File: src/rtl/obd_defines.vh
// Constants for the option byte decoder: offsets, fields, codes and reset values
`ifndef OBD_DEFINES_VH
`define OBD_DEFINES_VH

// ----------------------------------------
// Register byte addresses
// ----------------------------------------
`define OBD_ADDR_OPT_STATUS 8'h00
`define OBD_ADDR_WRITE_GUARD 8'h04
`define OBD_ADDR_CONTROL 8'h08
`define OBD_ADDR_IRQ_STATUS 8'h0c
`define OBD_ADDR_IRQ_MASK 8'h10

// ----------------------------------------
// Option word layout (byte lanes)
// ----------------------------------------
`define OBD_LO_BYTE 7:0
`define OBD_LO_COMP 15:8
`define OBD_HI_BYTE 23:16
`define OBD_HI_COMP 31:24
`define OBD_WORD_USER 2'd0
`define OBD_WORD_DATA 2'd1
`define OBD_WORD_GUARD_LO 2'd2
`define OBD_WORD_GUARD_HI 2'd3

// ----------------------------------------
// User configuration byte
// ----------------------------------------
`define OBD_USER_WDG_BIT 0
`define OBD_USER_STOP_BIT 1
`define OBD_USER_STDBY_BIT 2
`define OBD_USER_USED 2:0
`define OBD_USER_UNUSED_VAL 5'h1f

// ----------------------------------------
// Option status register fields
// ----------------------------------------
`define OBD_OSR_ERR_BIT 0
`define OBD_OSR_RDP_BIT 1
`define OBD_OSR_USER 9:2
`define OBD_OSR_USER_LSB 2
`define OBD_OSR_USER_DATA_BYTE_ZERO 17:10
`define OBD_OSR_USER_DATA_BYTE_ONE 25:18
`define OBD_OSR_RESET 32'h0000_0002
`define OBD_WGR_RESET 32'h0000_0000

// ----------------------------------------
// Codes and misc fields
// ----------------------------------------
`define OBD_ERASED 8'hff
`define OBD_UNPROTECT_KEY 8'ha5
`define OBD_CTRL_DENSITY 1:0
`define OBD_CTRL_RELOAD_BIT 4
`define OBD_DENS_LOW 2'd0
`define OBD_DENS_MED 2'd1
`define OBD_DENS_HIGH 2'd2
`define OBD_IRQ_DONE_BIT 0
`define OBD_IRQ_ERR_BIT 1
`define OBD_HD_SPLIT_PAGE 62
`define OBD_HD_LAST_BIT 31

`endif

File: src/rtl/obd_option_byte_decoder.v
// Option byte loader and decoder with APB register access
`timescale 1ns/1ps
`include "obd_defines.vh"

// Operation
// - User byte from word 0 bits 23:16 appears in status bits 9:2.
// - Only user bits 16-18 matter; unused upper five bits read 0x1f.
// - Standby inhibit bit 0 resets on standby entry; 1 means no reset.
// - Stop inhibit bit 0 resets on stop entry; 1 means no reset.
// - Watchdog select 0 hardware-started watchdog, 1 software-started.
// - Flash readable only with read-protect byte equal to unprotect key.
// - Read protection state reported as one flag in status bit 1.
// - User data byte one to bits 25:18, byte zero to 17:10.
// - Four page guard bytes fill write guard register bytes 0 to 3.
// - Guard bit value 0 protects its page group, 1 leaves it open.
// - Low and medium density: one guard bit per four 1K pages.
// - Medium density: byte zero pages 0-31, byte one pages 32-63, onward.
// - High density: one guard bit per two 2K pages; byte zero pages 0-15.
// - High density pages 16-47 follow in two-page groups, bytes one, two.
// - High density byte three bits 0-6 guard pages 48-61.
// - High density byte three bit 7 guards pages 62-255 as one unit.
// - Every system reset reloads both registers from the information block.
// - Byte mismatching its complement raises load error and reads 0xff.
// - No complement check when byte and complement are both 0xff.
module obd_option_byte_decoder #(
	parameter NUM_PAGES = 256,
	parameter ADDR_WIDTH = 8
) (
	input wire pclk,
	input wire presetn,
	input wire psel,
	input wire penable,
	input wire pwrite,
	input wire [ADDR_WIDTH-1:0] paddr,
	input wire [31:0] pwdata,
	output reg [31:0] prdata,
	output wire pready,
	output wire pslverr,
	output reg info_req,
	output reg [1:0] info_index,
	input wire [31:0] info_rdata,
	input wire info_valid,
	input wire standby_entry,
	input wire stop_entry,
	output reg loading,
	output wire watchdog_software_select,
	output wire hardware_watchdog_start,
	output wire standby_reset_inhibit,
	output wire stop_reset_inhibit,
	output reg low_power_reset,
	output wire read_protect_active,
	output reg [NUM_PAGES-1:0] page_protect,
	output wire irq
);

	// ----------------------------------------
	// State and registers
	// ----------------------------------------
	localparam ST_IDLE = 2'd0;
	localparam ST_REQ = 2'd1;
	localparam ST_DONE = 2'd2;

	reg [1:0] state;
	reg [31:0] option_status_register;
	reg [31:0] write_guard_register;
	reg [31:0] shadow_status;
	reg [31:0] shadow_guard;
	reg [1:0] density;
	reg [1:0] irq_status;
	reg [1:0] irq_mask;
	reg done_pulse;
	reg [1:0] next_state;

	// ----------------------------------------
	// Bus decode
	// ----------------------------------------
	wire apb_access = psel & penable;
	wire apb_write = apb_access & pwrite;
	wire apb_read = apb_access & ~pwrite;
	wire sel_opt_status = (paddr == `OBD_ADDR_OPT_STATUS);
	wire sel_write_guard = (paddr == `OBD_ADDR_WRITE_GUARD);
	wire sel_control = (paddr == `OBD_ADDR_CONTROL);
	wire sel_irq_status = (paddr == `OBD_ADDR_IRQ_STATUS);
	wire sel_irq_mask = (paddr == `OBD_ADDR_IRQ_MASK);
	wire addr_hit = sel_opt_status | sel_write_guard | sel_control | sel_irq_status |
		sel_irq_mask;
	wire control_write = apb_write & sel_control;
	wire mask_write = apb_write & sel_irq_mask;
	wire reload_cmd = control_write & pwdata[`OBD_CTRL_RELOAD_BIT];

	// Zero wait states: every access ends in its first access cycle
	assign pready = 1'b1;
	// Unmapped offsets answer with an error and change nothing
	assign pslverr = apb_access & ~addr_hit;

	// ----------------------------------------
	// Byte check against complement
	// ----------------------------------------
	// Returns {error, checked byte}
	function [8:0] check_byte;
		input [7:0] value;
		input [7:0] comp;
		begin
			if (value == `OBD_ERASED && comp == `OBD_ERASED)
				check_byte = {1'b0, `OBD_ERASED};
			else if (comp != ~value)
				check_byte = {1'b1, `OBD_ERASED};
			else
				check_byte = {1'b0, value};
		end
	endfunction

	wire [8:0] chk_lo = check_byte(info_rdata[`OBD_LO_BYTE], info_rdata[`OBD_LO_COMP]);
	wire [8:0] chk_hi = check_byte(info_rdata[`OBD_HI_BYTE], info_rdata[`OBD_HI_COMP]);
	wire word_err = chk_lo[8] | chk_hi[8];

	// ----------------------------------------
	// Loader sequence
	// ----------------------------------------
	always @* begin
		next_state = state;
		case (state)
			ST_IDLE: next_state = ST_REQ;
			ST_REQ: begin
				if (info_valid && info_index == `OBD_WORD_GUARD_HI)
					next_state = ST_DONE;
			end
			ST_DONE: begin
				if (reload_cmd)
					next_state = ST_REQ;
			end
			default: next_state = ST_IDLE;
		endcase
	end

	// ----------------------------------------
	// Loader events
	// ----------------------------------------
	wire word_take = (state == ST_REQ) & info_valid;
	wire last_take = word_take & (info_index == `OBD_WORD_GUARD_HI);
	// Reset lands in ST_IDLE, so every reset starts a fresh load
	wire start_load = (state == ST_IDLE) | ((state == ST_DONE) & reload_cmd);
	wire publish = (state == ST_DONE) & loading;
	wire state_illegal = (state != ST_IDLE) & (state != ST_REQ) & (state != ST_DONE);

	// Fields of the first word, already checked against their complements
	wire [7:0] user_field = {`OBD_USER_UNUSED_VAL, chk_hi[`OBD_USER_USED]};
	wire rdp_closed = (chk_lo[7:0] != `OBD_UNPROTECT_KEY);

	// ----------------------------------------
	// Word requests towards the information block
	// ----------------------------------------
	always @(posedge pclk or negedge presetn) begin
		if (!presetn) begin
			state <= ST_IDLE;
			info_req <= 1'b0;
			info_index <= `OBD_WORD_USER;
			loading <= 1'b1;
			done_pulse <= 1'b0;
		end else begin
			state <= next_state;
			done_pulse <= publish;
			if (start_load) begin
				info_req <= 1'b1;
				info_index <= `OBD_WORD_USER;
			end else if (last_take) begin
				info_req <= 1'b0;
			end else if (word_take) begin
				info_index <= info_index + 2'd1;
			end else if (state_illegal) begin
				info_req <= 1'b0;
			end
			// A reload in the publishing cycle keeps the loader busy
			if (start_load)
				loading <= 1'b1;
			else if (publish)
				loading <= 1'b0;
		end
	end

	// ----------------------------------------
	// Shadow copies filled word by word
	// ----------------------------------------
	always @(posedge pclk or negedge presetn) begin
		if (!presetn) begin
			shadow_status <= `OBD_OSR_RESET;
		end else if (start_load) begin
			shadow_status <= `OBD_OSR_RESET;
		end else if (word_take) begin
			case (info_index)
				`OBD_WORD_USER: begin
					shadow_status[`OBD_OSR_USER] <= user_field;
					shadow_status[`OBD_OSR_RDP_BIT] <= rdp_closed;
				end
				`OBD_WORD_DATA: begin
					shadow_status[`OBD_OSR_USER_DATA_BYTE_ONE] <= chk_hi[7:0];
					shadow_status[`OBD_OSR_USER_DATA_BYTE_ZERO] <= chk_lo[7:0];
				end
				default: begin
					shadow_status <= shadow_status;
				end
			endcase
			if (word_err)
				shadow_status[`OBD_OSR_ERR_BIT] <= 1'b1;
		end
	end

	always @(posedge pclk or negedge presetn) begin
		if (!presetn) begin
			shadow_guard <= `OBD_WGR_RESET;
		end else if (word_take) begin
			case (info_index)
				`OBD_WORD_GUARD_LO: begin
					shadow_guard[15:0] <= {chk_hi[7:0], chk_lo[7:0]};
				end
				`OBD_WORD_GUARD_HI: begin
					shadow_guard[31:16] <= {chk_hi[7:0], chk_lo[7:0]};
				end
				default: begin
					shadow_guard <= shadow_guard;
				end
			endcase
		end
	end

	// ----------------------------------------
	// Publishing
	// ----------------------------------------
	// All four words appear at once, never a half-loaded set
	always @(posedge pclk or negedge presetn) begin
		if (!presetn) begin
			option_status_register <= `OBD_OSR_RESET;
			write_guard_register <= `OBD_WGR_RESET;
		end else if (publish) begin
			option_status_register <= shadow_status;
			write_guard_register <= shadow_guard;
		end
	end

	// ----------------------------------------
	// Decoded configuration
	// ----------------------------------------
	assign watchdog_software_select =
		option_status_register[`OBD_OSR_USER_LSB + `OBD_USER_WDG_BIT];
	assign hardware_watchdog_start = ~watchdog_software_select;
	assign stop_reset_inhibit =
		option_status_register[`OBD_OSR_USER_LSB + `OBD_USER_STOP_BIT];
	assign standby_reset_inhibit =
		option_status_register[`OBD_OSR_USER_LSB + `OBD_USER_STDBY_BIT];
	assign read_protect_active = option_status_register[`OBD_OSR_RDP_BIT];

	wire standby_reset_req = standby_entry & ~standby_reset_inhibit;
	wire stop_reset_req = stop_entry & ~stop_reset_inhibit;

	always @(posedge pclk or negedge presetn) begin
		if (!presetn)
			low_power_reset <= 1'b0;
		else
			low_power_reset <= standby_reset_req | stop_reset_req;
	end

	// ----------------------------------------
	// Per-page protection
	// ----------------------------------------
	// Page index is in units of the density's own page size
	genvar p;
	generate
		for (p = 0; p < NUM_PAGES; p = p + 1) begin : g_page
			localparam integer LM_BIT = p / 4;
			localparam integer HD_BIT = (p < `OBD_HD_SPLIT_PAGE) ? p / 2 : `OBD_HD_LAST_BIT;
			always @(posedge pclk or negedge presetn) begin
				if (!presetn) begin
					page_protect[p] <= 1'b1;
				end else if (density == `OBD_DENS_HIGH) begin
					page_protect[p] <= ~write_guard_register[HD_BIT];
				end else if (LM_BIT < 32) begin
					page_protect[p] <= ~write_guard_register[LM_BIT % 32];
				end else begin
					page_protect[p] <= 1'b0;
				end
			end
		end
	endgenerate

	// ----------------------------------------
	// Control, interrupt status and mask
	// ----------------------------------------
	wire irq_status_read = apb_read & sel_irq_status;
	wire load_err_event = done_pulse & option_status_register[`OBD_OSR_ERR_BIT];
	wire [1:0] irq_events = {load_err_event, done_pulse};
	wire [1:0] irq_kept = irq_status_read ? 2'b00 : irq_status;

	always @(posedge pclk or negedge presetn) begin
		if (!presetn)
			density <= `OBD_DENS_MED;
		else if (control_write)
			density <= pwdata[`OBD_CTRL_DENSITY];
	end

	always @(posedge pclk or negedge presetn) begin
		if (!presetn)
			irq_mask <= 2'b00;
		else if (mask_write)
			irq_mask <= pwdata[1:0];
	end

	// New event wins over the clearing read, so no event is lost
	always @(posedge pclk or negedge presetn) begin
		if (!presetn)
			irq_status <= 2'b00;
		else
			irq_status <= irq_kept | irq_events;
	end

	assign irq = |(irq_status & irq_mask);

	// ----------------------------------------
	// Read data
	// ----------------------------------------
	always @* begin
		prdata = 32'h0000_0000;
		if (apb_read) begin
			case (paddr)
				`OBD_ADDR_OPT_STATUS: begin
					prdata = option_status_register;
				end
				`OBD_ADDR_WRITE_GUARD: begin
					prdata = write_guard_register;
				end
				`OBD_ADDR_CONTROL: begin
					// Reload bit is a strobe and reads back as zero
					prdata = {30'h0000_0000, density};
				end
				`OBD_ADDR_IRQ_STATUS: begin
					prdata = {30'h0000_0000, irq_status};
				end
				`OBD_ADDR_IRQ_MASK: begin
					prdata = {30'h0000_0000, irq_mask};
				end
				default: begin
					prdata = 32'h0000_0000;
				end
			endcase
		end
	end

endmodule // obd_option_byte_decoder
File: config.mk
export PLATFORM = sky130hd
export DESIGN_NAME = obd_option_byte_decoder
export DESIGN_NICKNAME = d
export VERILOG_FILES = /design/src/rtl/obd_option_byte_decoder.v
export VERILOG_INCLUDE_DIRS = /design/src /design/src/rtl
export SDC_FILE = /design/constraint.sdc
export NUM_CORES = 1
export LEC_CHECK = 0
export BUFFER_PORTS_ARGS = -buffer_cell sky130_fd_sc_hd__buf_4
export CORE_MARGIN = 3
export CORE_UTILIZATION = 43
export DETAILED_ROUTE_END_ITERATION = 16
export GPL_ROUTABILITY_DRIVEN = 0
export GPL_TIMING_DRIVEN = 0
export PLACE_DENSITY = 0.89
export RECOVER_POWER = 100
export SLEW_MARGIN = 20
export SYNTH_ARGS = -nofsm -noshare
export SYNTH_HDL_FRONTEND = slang
export SYNTH_SLANG_ARGS = --single-unit
File: constraint.sdc
create_clock -name pclk -period 2.3 [get_ports pclk]
set_clock_uncertainty 0.1 [all_clocks]
set_input_delay 0.345 -clock pclk [delete_from_list [all_inputs] [get_ports pclk]]
set_output_delay 0.345 -clock pclk [all_outputs]
set_load 0.05 [all_outputs]
# --- After elaboration in Yosys (flattened, before gate mapping) ---
# Index checks and enable logic that the tools add are counted.
word_totals:
  out_inout_bits: 301
  input_bits: 80
  register_bits: 191
  wordCells: 248
op_classes:
  n_eq_ne: 23
  bitwise_logic: 65
  mux: 71
  n_addsub: 1
  reduce_logical: 22
ops:
  columns: ["op", "n"]
  rows:
  - ["one-hot mux 32 bit (5 select lines)", 1]
  - ["two-way mux 32 bit", 2]
  - ["two-way mux 1 bit", 54]
  - ["two-way mux 9 bit", 5]
  - ["NOT 1 bit", 37]
  - ["equality test 8 bit, second input constant", 4]
  - ["two-way mux 26 bit", 1]
  - ["AND 1 bit", 17]
  - ["equality test 8 x 4 -> 1 bit, second input constant", 2]
  - ["two-way mux 16 bit", 1]
  - ["!= test 8 bit", 2]
  - ["NOT 8 bit", 2]
  - ["AND reduction 2 bit", 8]
  - ["two-way mux 2 bit", 6]
  - ["nonzero test 2 bit", 6]
  - ["equality test 2 bit, second input constant", 4]
  - ["equality test 8 x 3 -> 1 bit, second input constant", 1]
  - ["equality test 8 x 5 -> 1 bit, second input constant", 1]
  - ["logical NOT 8 bit", 1]
  - ["!= test 8 bit, second input constant", 1]
  - ["OR 1 bit", 7]
  - ["!= test 2 bit, second input constant", 3]
  - ["one-hot mux 2 bit (3 select lines)", 1]
  - ["equality test 2 x 1 -> 1 bit, second input constant", 2]
  - ["9 further kinds", 13]

# --- Depth between registers and ports, before layout ---
# Gate-level depths: netlist of run 1.
logic_depth:
  word_depth: 8
  ltp_mapped: 7
  mapped_depth_nobuf: 5

# --- Least setup slack after synthesis of run 1 ---
# OpenSTA, ideal clock, no wires.
synth_path:
  path_type: "reg-to-output"
  start: "register page_protect[135] (netlist name)"
  end: "output page_protect[129]"
  path_stages_with_launch: 2
  t_arrival_ps: 2121
  setup_slack_ps: -266
  t_required_ps: 1855
  path_buffers: 1
  path_cell_list: "dfstp_2 -> buf_4"
synth_lines:
  columns: ["item", "line", "text"]
  rows:
  - ["to (decl)", "obd_option_byte_decoder.v:52", "output reg [NUM_PAGES-1:0] page_protect,"]

# --- Worst setup path in the final report of run 1 ---
layout_path:
  start: "input paddr[7]"
  end: "output prdata[6]"
layout_via:
  elab_chain_cells: 3
  word_cells_on_any_way: 7
  cone_classes: "4 x eq/ne; 2 x mux; 1 x reduce/logical"
layout_lines:
  columns: ["item", "line", "text"]
  rows:
  - ["from (decl)", "obd_option_byte_decoder.v:34", "input wire [ADDR_WIDTH-1:0] paddr,"]
  - ["equality test 8 x 5 -> 1 bit, or another cell as far along", "obd_option_byte_decoder.v:323", "case (paddr)"]
  - ["one-hot mux 32 bit (5 select lines) *", "obd_option_byte_decoder.v:323", null]
  - ["two-way mux 32 bit *", "obd_option_byte_decoder.v:322", "if (apb_read) begin"]
  - ["to (decl)", "obd_option_byte_decoder.v:36", "output reg [31:0] prdata,"]
# Mark *: on every way between the ends. The rest lies on a longest branch, timed or not.

==> impl_results.md, run 1 <==
* Max Freq at 410 MHz
* Pwr/cell area at 1130 mW/mm2
* Hold Crit Endpoint: low_power_reset$_DFF_PN0_
* I/O pin count at 381
* Clock sink count at 171
* Post-synthesis sequential area ratio at 0.501
* Switching share of power at 0.441
* Top_reg_cell synth: dfrtp_1
* Post-route worst setup slack at -138 ps
* Post-synth EDFFs at 0
* Netlist cell types at 42
* Worst slew margin at 0.231
* Nets at 1,407
* Post-synth top cells: 211 x buf_4, 207 x nand2_1, 118 x dfrtp_1
* Layout Utilization at 0.649
* RSZ-0062 raised after global routing: true
* Via density at 5.12
* Crit Path Class: input pin to output port
* Hold WS at 70.5 ps
* Period utilisation layout at 1.06
* Mapped Area at 0.00868 mm2
* Syn Nets at 1,017
* Hold Vio Cnt, Final at 0
* Initial drt markers at 716
* Cell mode on critical path: buf_6
* Final setup violation count at 28
* Status: finished, violations left
* Sequential Power Share at 0.363
* Critical R2R Launch: state[0]$_DFFE_PN0P_
* TritonCTS Buffers at 17
* Hold path depth at 3
* HPWL Detailed at 20,700 um
* R2R setup slack at 260 ps
* Most frequent cell after synthesis: buf_4
* Failing checks: setup timing
* Fill count at 1,417
* Clock root cell: clkbuf_16
* DR DRC count at 0
* R2r worst-path depth at 7
* Place WS at -333 ps
* Power, Total at 14.5 mW
* CP delay by family, top: simple AND/OR/NAND/NOR gates
* Number of port buffers at 349
* Logic pwr share at 0.440
* Row Count at 51
* Actual slew at the worst max-slew pin at 1150 ps
* Clock Latency Late Sink at 430 ps
* Initial core utilization at 0.442
* Top cell type's share of synthesized area at 0.340
* CTS HTree Levels at 4
* Slew Viols, Final at 0
* Crit path DAT at 1990 ps
* Critical Path End Type: output port
* Chip Height at 148 um
* Gr ovfl total at 0
* Initial antenna violation count at 0
* FF-to-FF End: write_guard_register[21]$_DFFE_PN0P_
* Die area at 0.0219 mm2
* Core Area at 0.0197 mm2
* Ys Warns at 0
* Max cap viols at 0
* CP max-delay cell: nor3_4
* Drt pass-1 iters at 6
* DIE WIDTH at 148 um
* Clock Tree Buf Depth at 2
* Post-synth ARST share at 1.00
* CTS clk-pin slew, worst paths at 60 ps
* Routed len/inst at 18.7 um
* Diode count at 0
* Area contributors post-synth: dfrtp_1 34%, buf_4 18%, dfstp_2 16%, nand2_1 8.9%, a21oi_1 3.1%
* CTS tree: yes
* Post-Synthesis Cells at 933
* CP Cell Sequence: buf_6 > nor3_4 > nand2_2 > nor4_4 > buf_4 > buf_6 > nand2_2 > a21oi_2 > buf_6
* Critical path startpoint category: input pin
* Worst VDD drop at 808 uV
* Max FO, Critical Path at 5
* Post-Syn Area per Cell at 9.31 um2
* Minimum clock period at 2440 ps
* Post-route ant nets at 0
* Tot GR Track Use at 0.247
* Lkg Pwr at 6.48 nW
* FF+latch count, synth at 171
* HP Class: input pin to register
* Int Power at 8.09 mW
* Hold Crit Start: standby_entry
* Crit path buf inv count at 4
* Synthesis-to-layout area growth at 47.0%
* Share of layout cells above drive strength 1 at 0.537
* Total number of vias at 8,198
* Largest net degree at the start of global routing at 89
* Routed wire length at 29,900 um
* Critical path data required time at 1860 ps
* Vias in the first global route at 7,679
* Clk pwr share at 0.197
* Cell taking the most area after synthesis: dfrtp_1
* First-pass GRT wire length at 42,500 um
* NetSw at 6.37 mW
* Critical Path Max Stage Delay at 320 ps
per-stage QoR:
stage,area (um2),cells,setup TNS (ps)
after floorplan,8710,933,-1750
after global placement,11700,1547,-13020
after detailed placement,11700,1548,-8140
after CTS,12600,1596,-161
after global routing,12800,1601,-3180
final,12800,1601,-1740
repair_timing:
action,CTS,global route
setup endpoints to repair,160,31
hold buffers,1,0
gates resized for setup,30,46
pin swaps,11,20
setup buffers,13,3
gates cloned,2,2
endpoints found under the hold margin,66,0
how the worst max path moves through the flow:
stage                     startpoint  slack (ps)  cells after the start    endpoint
after global placement      paddr[7]        -300                      8   prdata[7]
after floorplan             paddr[4]         -90                      5  prdata[10]
final                       paddr[7]        -140                      9   prdata[6]
after global routing        paddr[7]        -190                      9  prdata[12]
after detailed placement    paddr[7]        -330                      8   prdata[7]
after CTS                   paddr[5]         -20                      9  prdata[24]
cells in the final DEF (no fill, tap or decap), drive strengths merged, types with 3 or more instances in the layout:
| cell | netlist | final |
|---|---|---|
| dfrtp | 118 | 118 |
| inv | 10 | 13 |
| and2 | 22 | 22 |
| xnor2 | 13 | 13 |
| o22ai | 3 | 3 |
| dfstp | 53 | 53 |
| a22oi | 22 | 22 |
| nor3 | 4 | 4 |
| mux2 | 5 | 5 |
| nand4 | 10 | 10 |
| nand3 | 5 | 5 |
| mux2i | 4 | 4 |
| a31oi | 4 | 4 |
| nand2 | 207 | 207 |
| clkinv | 0 | 3 |
| a21oi | 53 | 53 |
| nor2 | 68 | 68 |
| clkbuf | 26 | 51 |
| buf | 221 | 591 |
| a211oi | 19 | 19 |
| nor2b | 3 | 3 |
| o21ai | 40 | 40 |
| nor4 | 5 | 5 |
| ha | 4 | 4 |
worst min-delay path, stage by stage:
cell	delay, ps
buf_4	100
inv_1	40
o22ai_1	60
metal layers:
layer | part of all wire | global-route usage | vias up
met4 | 0.058 | 0.108 | 0
met1 | 0.33 | 0.278 | 3849
met3 | 0.091 | 0.0597 | 150
met2 | 0.52 | 0.444 | 572
met5 | 0 | 0 | -
li1 | - | - | 3627
power by group through the flow:
stage	logic, mW	registers (mW)	clock network (mW)
global placement	6.11	5.17	0
global route	6.72	5.34	2.98
detailed placement	6.25	5.22	0
floorplan	3.48	5.97	0
CTS	6.32	5.18	2.83
finish	6.37	5.25	2.84
sequential cells by signal, indices dropped and copies added, names as in the netlist:
signal,count
irq_mask,2
done_pulse,1
info_req,1
irq_status,2
low_power_reset,1
info_index,2
page_protect,49
write_guard_register,32
shadow_guard,32
option_status_register,22
loading,1
shadow_status,22
state,2
density,2
cells by family (layout without fill, tap and decap cells):
logic type      count (synthesis)  after routing  share of synthesized area
flops                         171            171                      0.501
xor+xnor                       13             13                     0.0131
fa+ha+maj                       4              4                    0.00576
mux                             9              9                     0.0111
buf+inv                       257            660                      0.205
compound gates                146            146                     0.0999
simple gates                  332            332                      0.164
other cells                     1              1                   0.000432
cell type report:
cell class,count,area (um2),area share
buffer,247,1770,0.138
clock buffer,25,548,0.0429
clock inverter,7,47.5,0.00373
inverter,10,37.5,0.00294
multi-input combinational,505,2670,0.209
sequential,171,4350,0.341
tap,265,332,0.0260
timing repair buffer,371,3010,0.236
(Power assumes the default switching activity.)
==> run 2, diff against run 1 <==
--- a/config.mk
+++ b/config.mk
@@ -7,12 +7,12 @@
 export NUM_CORES = 1
 export LEC_CHECK = 0
 export BUFFER_PORTS_ARGS = -buffer_cell sky130_fd_sc_hd__buf_4
-export CORE_MARGIN = 3
-export CORE_UTILIZATION = 43
+export CORE_AREA = 3 3 147 149
 export DETAILED_ROUTE_END_ITERATION = 16
+export DIE_AREA = 0 0 150 152
 export GPL_ROUTABILITY_DRIVEN = 0
 export GPL_TIMING_DRIVEN = 0
-export PLACE_DENSITY = 0.89
+export PLACE_DENSITY = 0.84
 export RECOVER_POWER = 100
 export SLEW_MARGIN = 20
 export SYNTH_ARGS = -nofsm -noshare
==> constraint.sdc (replaced) <==
create_clock -name pclk -period 2.8 [get_ports pclk]
set_clock_uncertainty 0.1 [all_clocks]
set_input_delay 0.7 -clock pclk [delete_from_list [all_inputs] [get_ports pclk]]
set_output_delay 0.7 -clock pclk [all_outputs]
set_load 0.05 [all_outputs]
==> impl_results.md, run 2 (synthesized netlist as in run 1, its figures left out) <==
* Post-route worst setup slack at -155 ps
* Share of layout cells above drive strength 1 at 0.561
* Worst slew margin at -0.417
* Clock root cell: clkbuf_16
* Clk pwr share at 0.197
* Total number of vias at 8,091
* Tot GR Track Use at 0.248
* Chip Height at 152 um
* Sequential Power Share at 0.364
* RSZ-0062 raised after global routing: true
* Initial antenna violation count at 0
* Biggest regs: page_protect x49, shadow_guard x32, write_guard_register x32
* First-pass GRT wire length at 44,200 um
* Gr ovfl total at 0
* FF-to-FF End: write_guard_register[17]$_DFFE_PN0P_
* Via density at 5.05
* Drt pass-1 iters at 6
* Lkg Pwr at 6.52 nW
* NetSw at 5.42 mW
* Switching share of power at 0.454
* Global Route met1 Usage at 0.277
* Crit path DAT at 2160 ps
* Cell mode on critical path: buf_4
* Clock Tree Buf Depth at 2
* Layout Utilization at 0.647
* CTS tree: yes
* R2R setup slack at 740 ps
* Critical path startpoint category: input pin
* Critical R2R Launch: state[0]$_DFFE_PN0P_
* Place WS at -575 ps
* TritonCTS Buffers at 17
* Crit Path Class: input pin to output port
* Post-route ant nets at 0
* Max cap viols at 1
* Critical Path End Type: output port
* HP Class: register to register
* Period utilisation layout at 1.06
* Actual slew at the worst max-slew pin at 2130 ps
* Hold Vio Cnt, Final at 0
* CTS clk-pin slew, worst paths at 70 ps
* R2r worst-path depth at 7
* Routed len/inst at 19.0 um
* Most common cell after layout, fill and taps aside: buf_4
* Hold Crit Endpoint: page_protect[135]$_DFF_PN1_
* Cts hold-fix bufs at 0
* CP Cell Sequence: buf_4 > o21ai_0 > nand4_1 > buf_4 > clkbuf_4 > nor2_4 > buf_6
* Minimum clock period at 2960 ps
* Diode count at 0
* Reg with most FFs: page_protect
* GR Util met2 at 0.451
* Hold Crit Start: write_guard_register[31]$_DFFE_PN0P_
* DIE WIDTH at 150 um
* Failing checks: capacitance limit, slew limit, setup timing
* Crit path buf inv count at 4
* Initial drt markers at 668
* Logic pwr share at 0.439
* Max FO, Critical Path at 10
* CP max-delay cell: o21ai_0
* Most frequent cells in the layout: 532 x buf_4, 203 x nand2_1, 118 x dfrtp_1, 52 x dfstp_2, 47 x a21oi_1
* Routed wire length at 30,500 um
* Slew Viols, Final at 87
* Power, Total at 11.9 mW
* Row Count at 52
* Die area at 0.0228 mm2
* Initial core utilization at 0.428
* I/O pin count at 381
* Critical path data required time at 2000 ps
* Clock Latency Late Sink at 440 ps
* Synthesis-to-layout area growth at 51.3%
* Pwr/cell area at 909 mW/mm2
* Int Power at 6.52 mW
* Largest net degree at the start of global routing at 88
* Worst VDD drop at 691 uV
* M3 GR Usage at 0.0453
* Clock sink count at 171
* Nets at 1,404
* HPWL Detailed at 20,900 um
* CTS HTree Levels at 4
* Number of port buffers at 349
* Max FFs per register at 49
* Max Freq at 338 MHz
* Hold path depth at 1
* CP delay by family, top: buffers and inverters
* Final setup violation count at 32
* GRT Max-Usage Layer: met2
* Vias in the first global route at 7,831
* Status: finished, violations left
* Core Area at 0.0203 mm2
* Fill count at 1,556
* Critical Path Max Stage Delay at 320 ps
* DR DRC count at 0
## run 2: through the flow
stage / hold WS, ps / TNS (ps) / cells / instance area [um2]
2_1_floorplan: 281 / -1180 / 933 / 8870
3_3_place_gp: 293 / -15890 / 1552 / 11800
3_5_place_dp: 301 / -16490 / 1553 / 11900
4_1_cts: 181 / -4500 / 1601 / 13000
5_1_grt: 372 / -6200 / 1603 / 13100
6_report: 319 / -3440 / 1603 / 13100
## run 2: power groups by stage
stage          sequential, mW  combinational, mW  clock, mW
6_report                 4.34               5.24       2.35
5_1_grt                  4.42               5.52       2.45
4_1_cts                  4.27               5.20       2.34
3_5_place_dp             4.28               5.14          0
3_3_place_gp             4.25               5.03          0
2_1_floorplan            4.91               2.86          0
## run 2: timing repair
| item | 4_1_cts | 5_1_grt |
|---|---|---|
| gates resized for setup | 100 | 28 |
| buffers inserted | 12 | 3 |
| endpoints found under the setup margin | 160 | 95 |
| pin swaps | 21 | 19 |
| gates cloned | 4 | 0 |
## run 2: worst max-delay path by stage
stage | startpoint | endpoint | slack (ps) | cells past startpoint
global placement | paddr[7] | prdata[8] | -570 | 8
global route | paddr[3] | prdata[25] | -260 | 7
floorplan | paddr[7] | prdata[5] | -90 | 6
finish | paddr[3] | prdata[25] | -160 | 7
detailed placement | paddr[1] | prdata[8] | -580 | 8
CTS | paddr[5] | prdata[23] | -190 | 10
## run 2: cell type report
cell class	count	area (um2)	area share
clock inverter	14	131	0.0100
sequential	171	4350	0.331
clock buffer	18	450	0.0343
multi-input combinational	505	2940	0.224
buffer	247	1780	0.136
timing repair buffer	368	3110	0.237
inverter	10	37.5	0.00286
tap	270	338	0.0257
## run 2: routing by layer
metal	vias up	wire, um
li1	3615	-
met1	3832	10300
met2	512	15900
met3	132	2640
met4	0	1690
met5	-	0
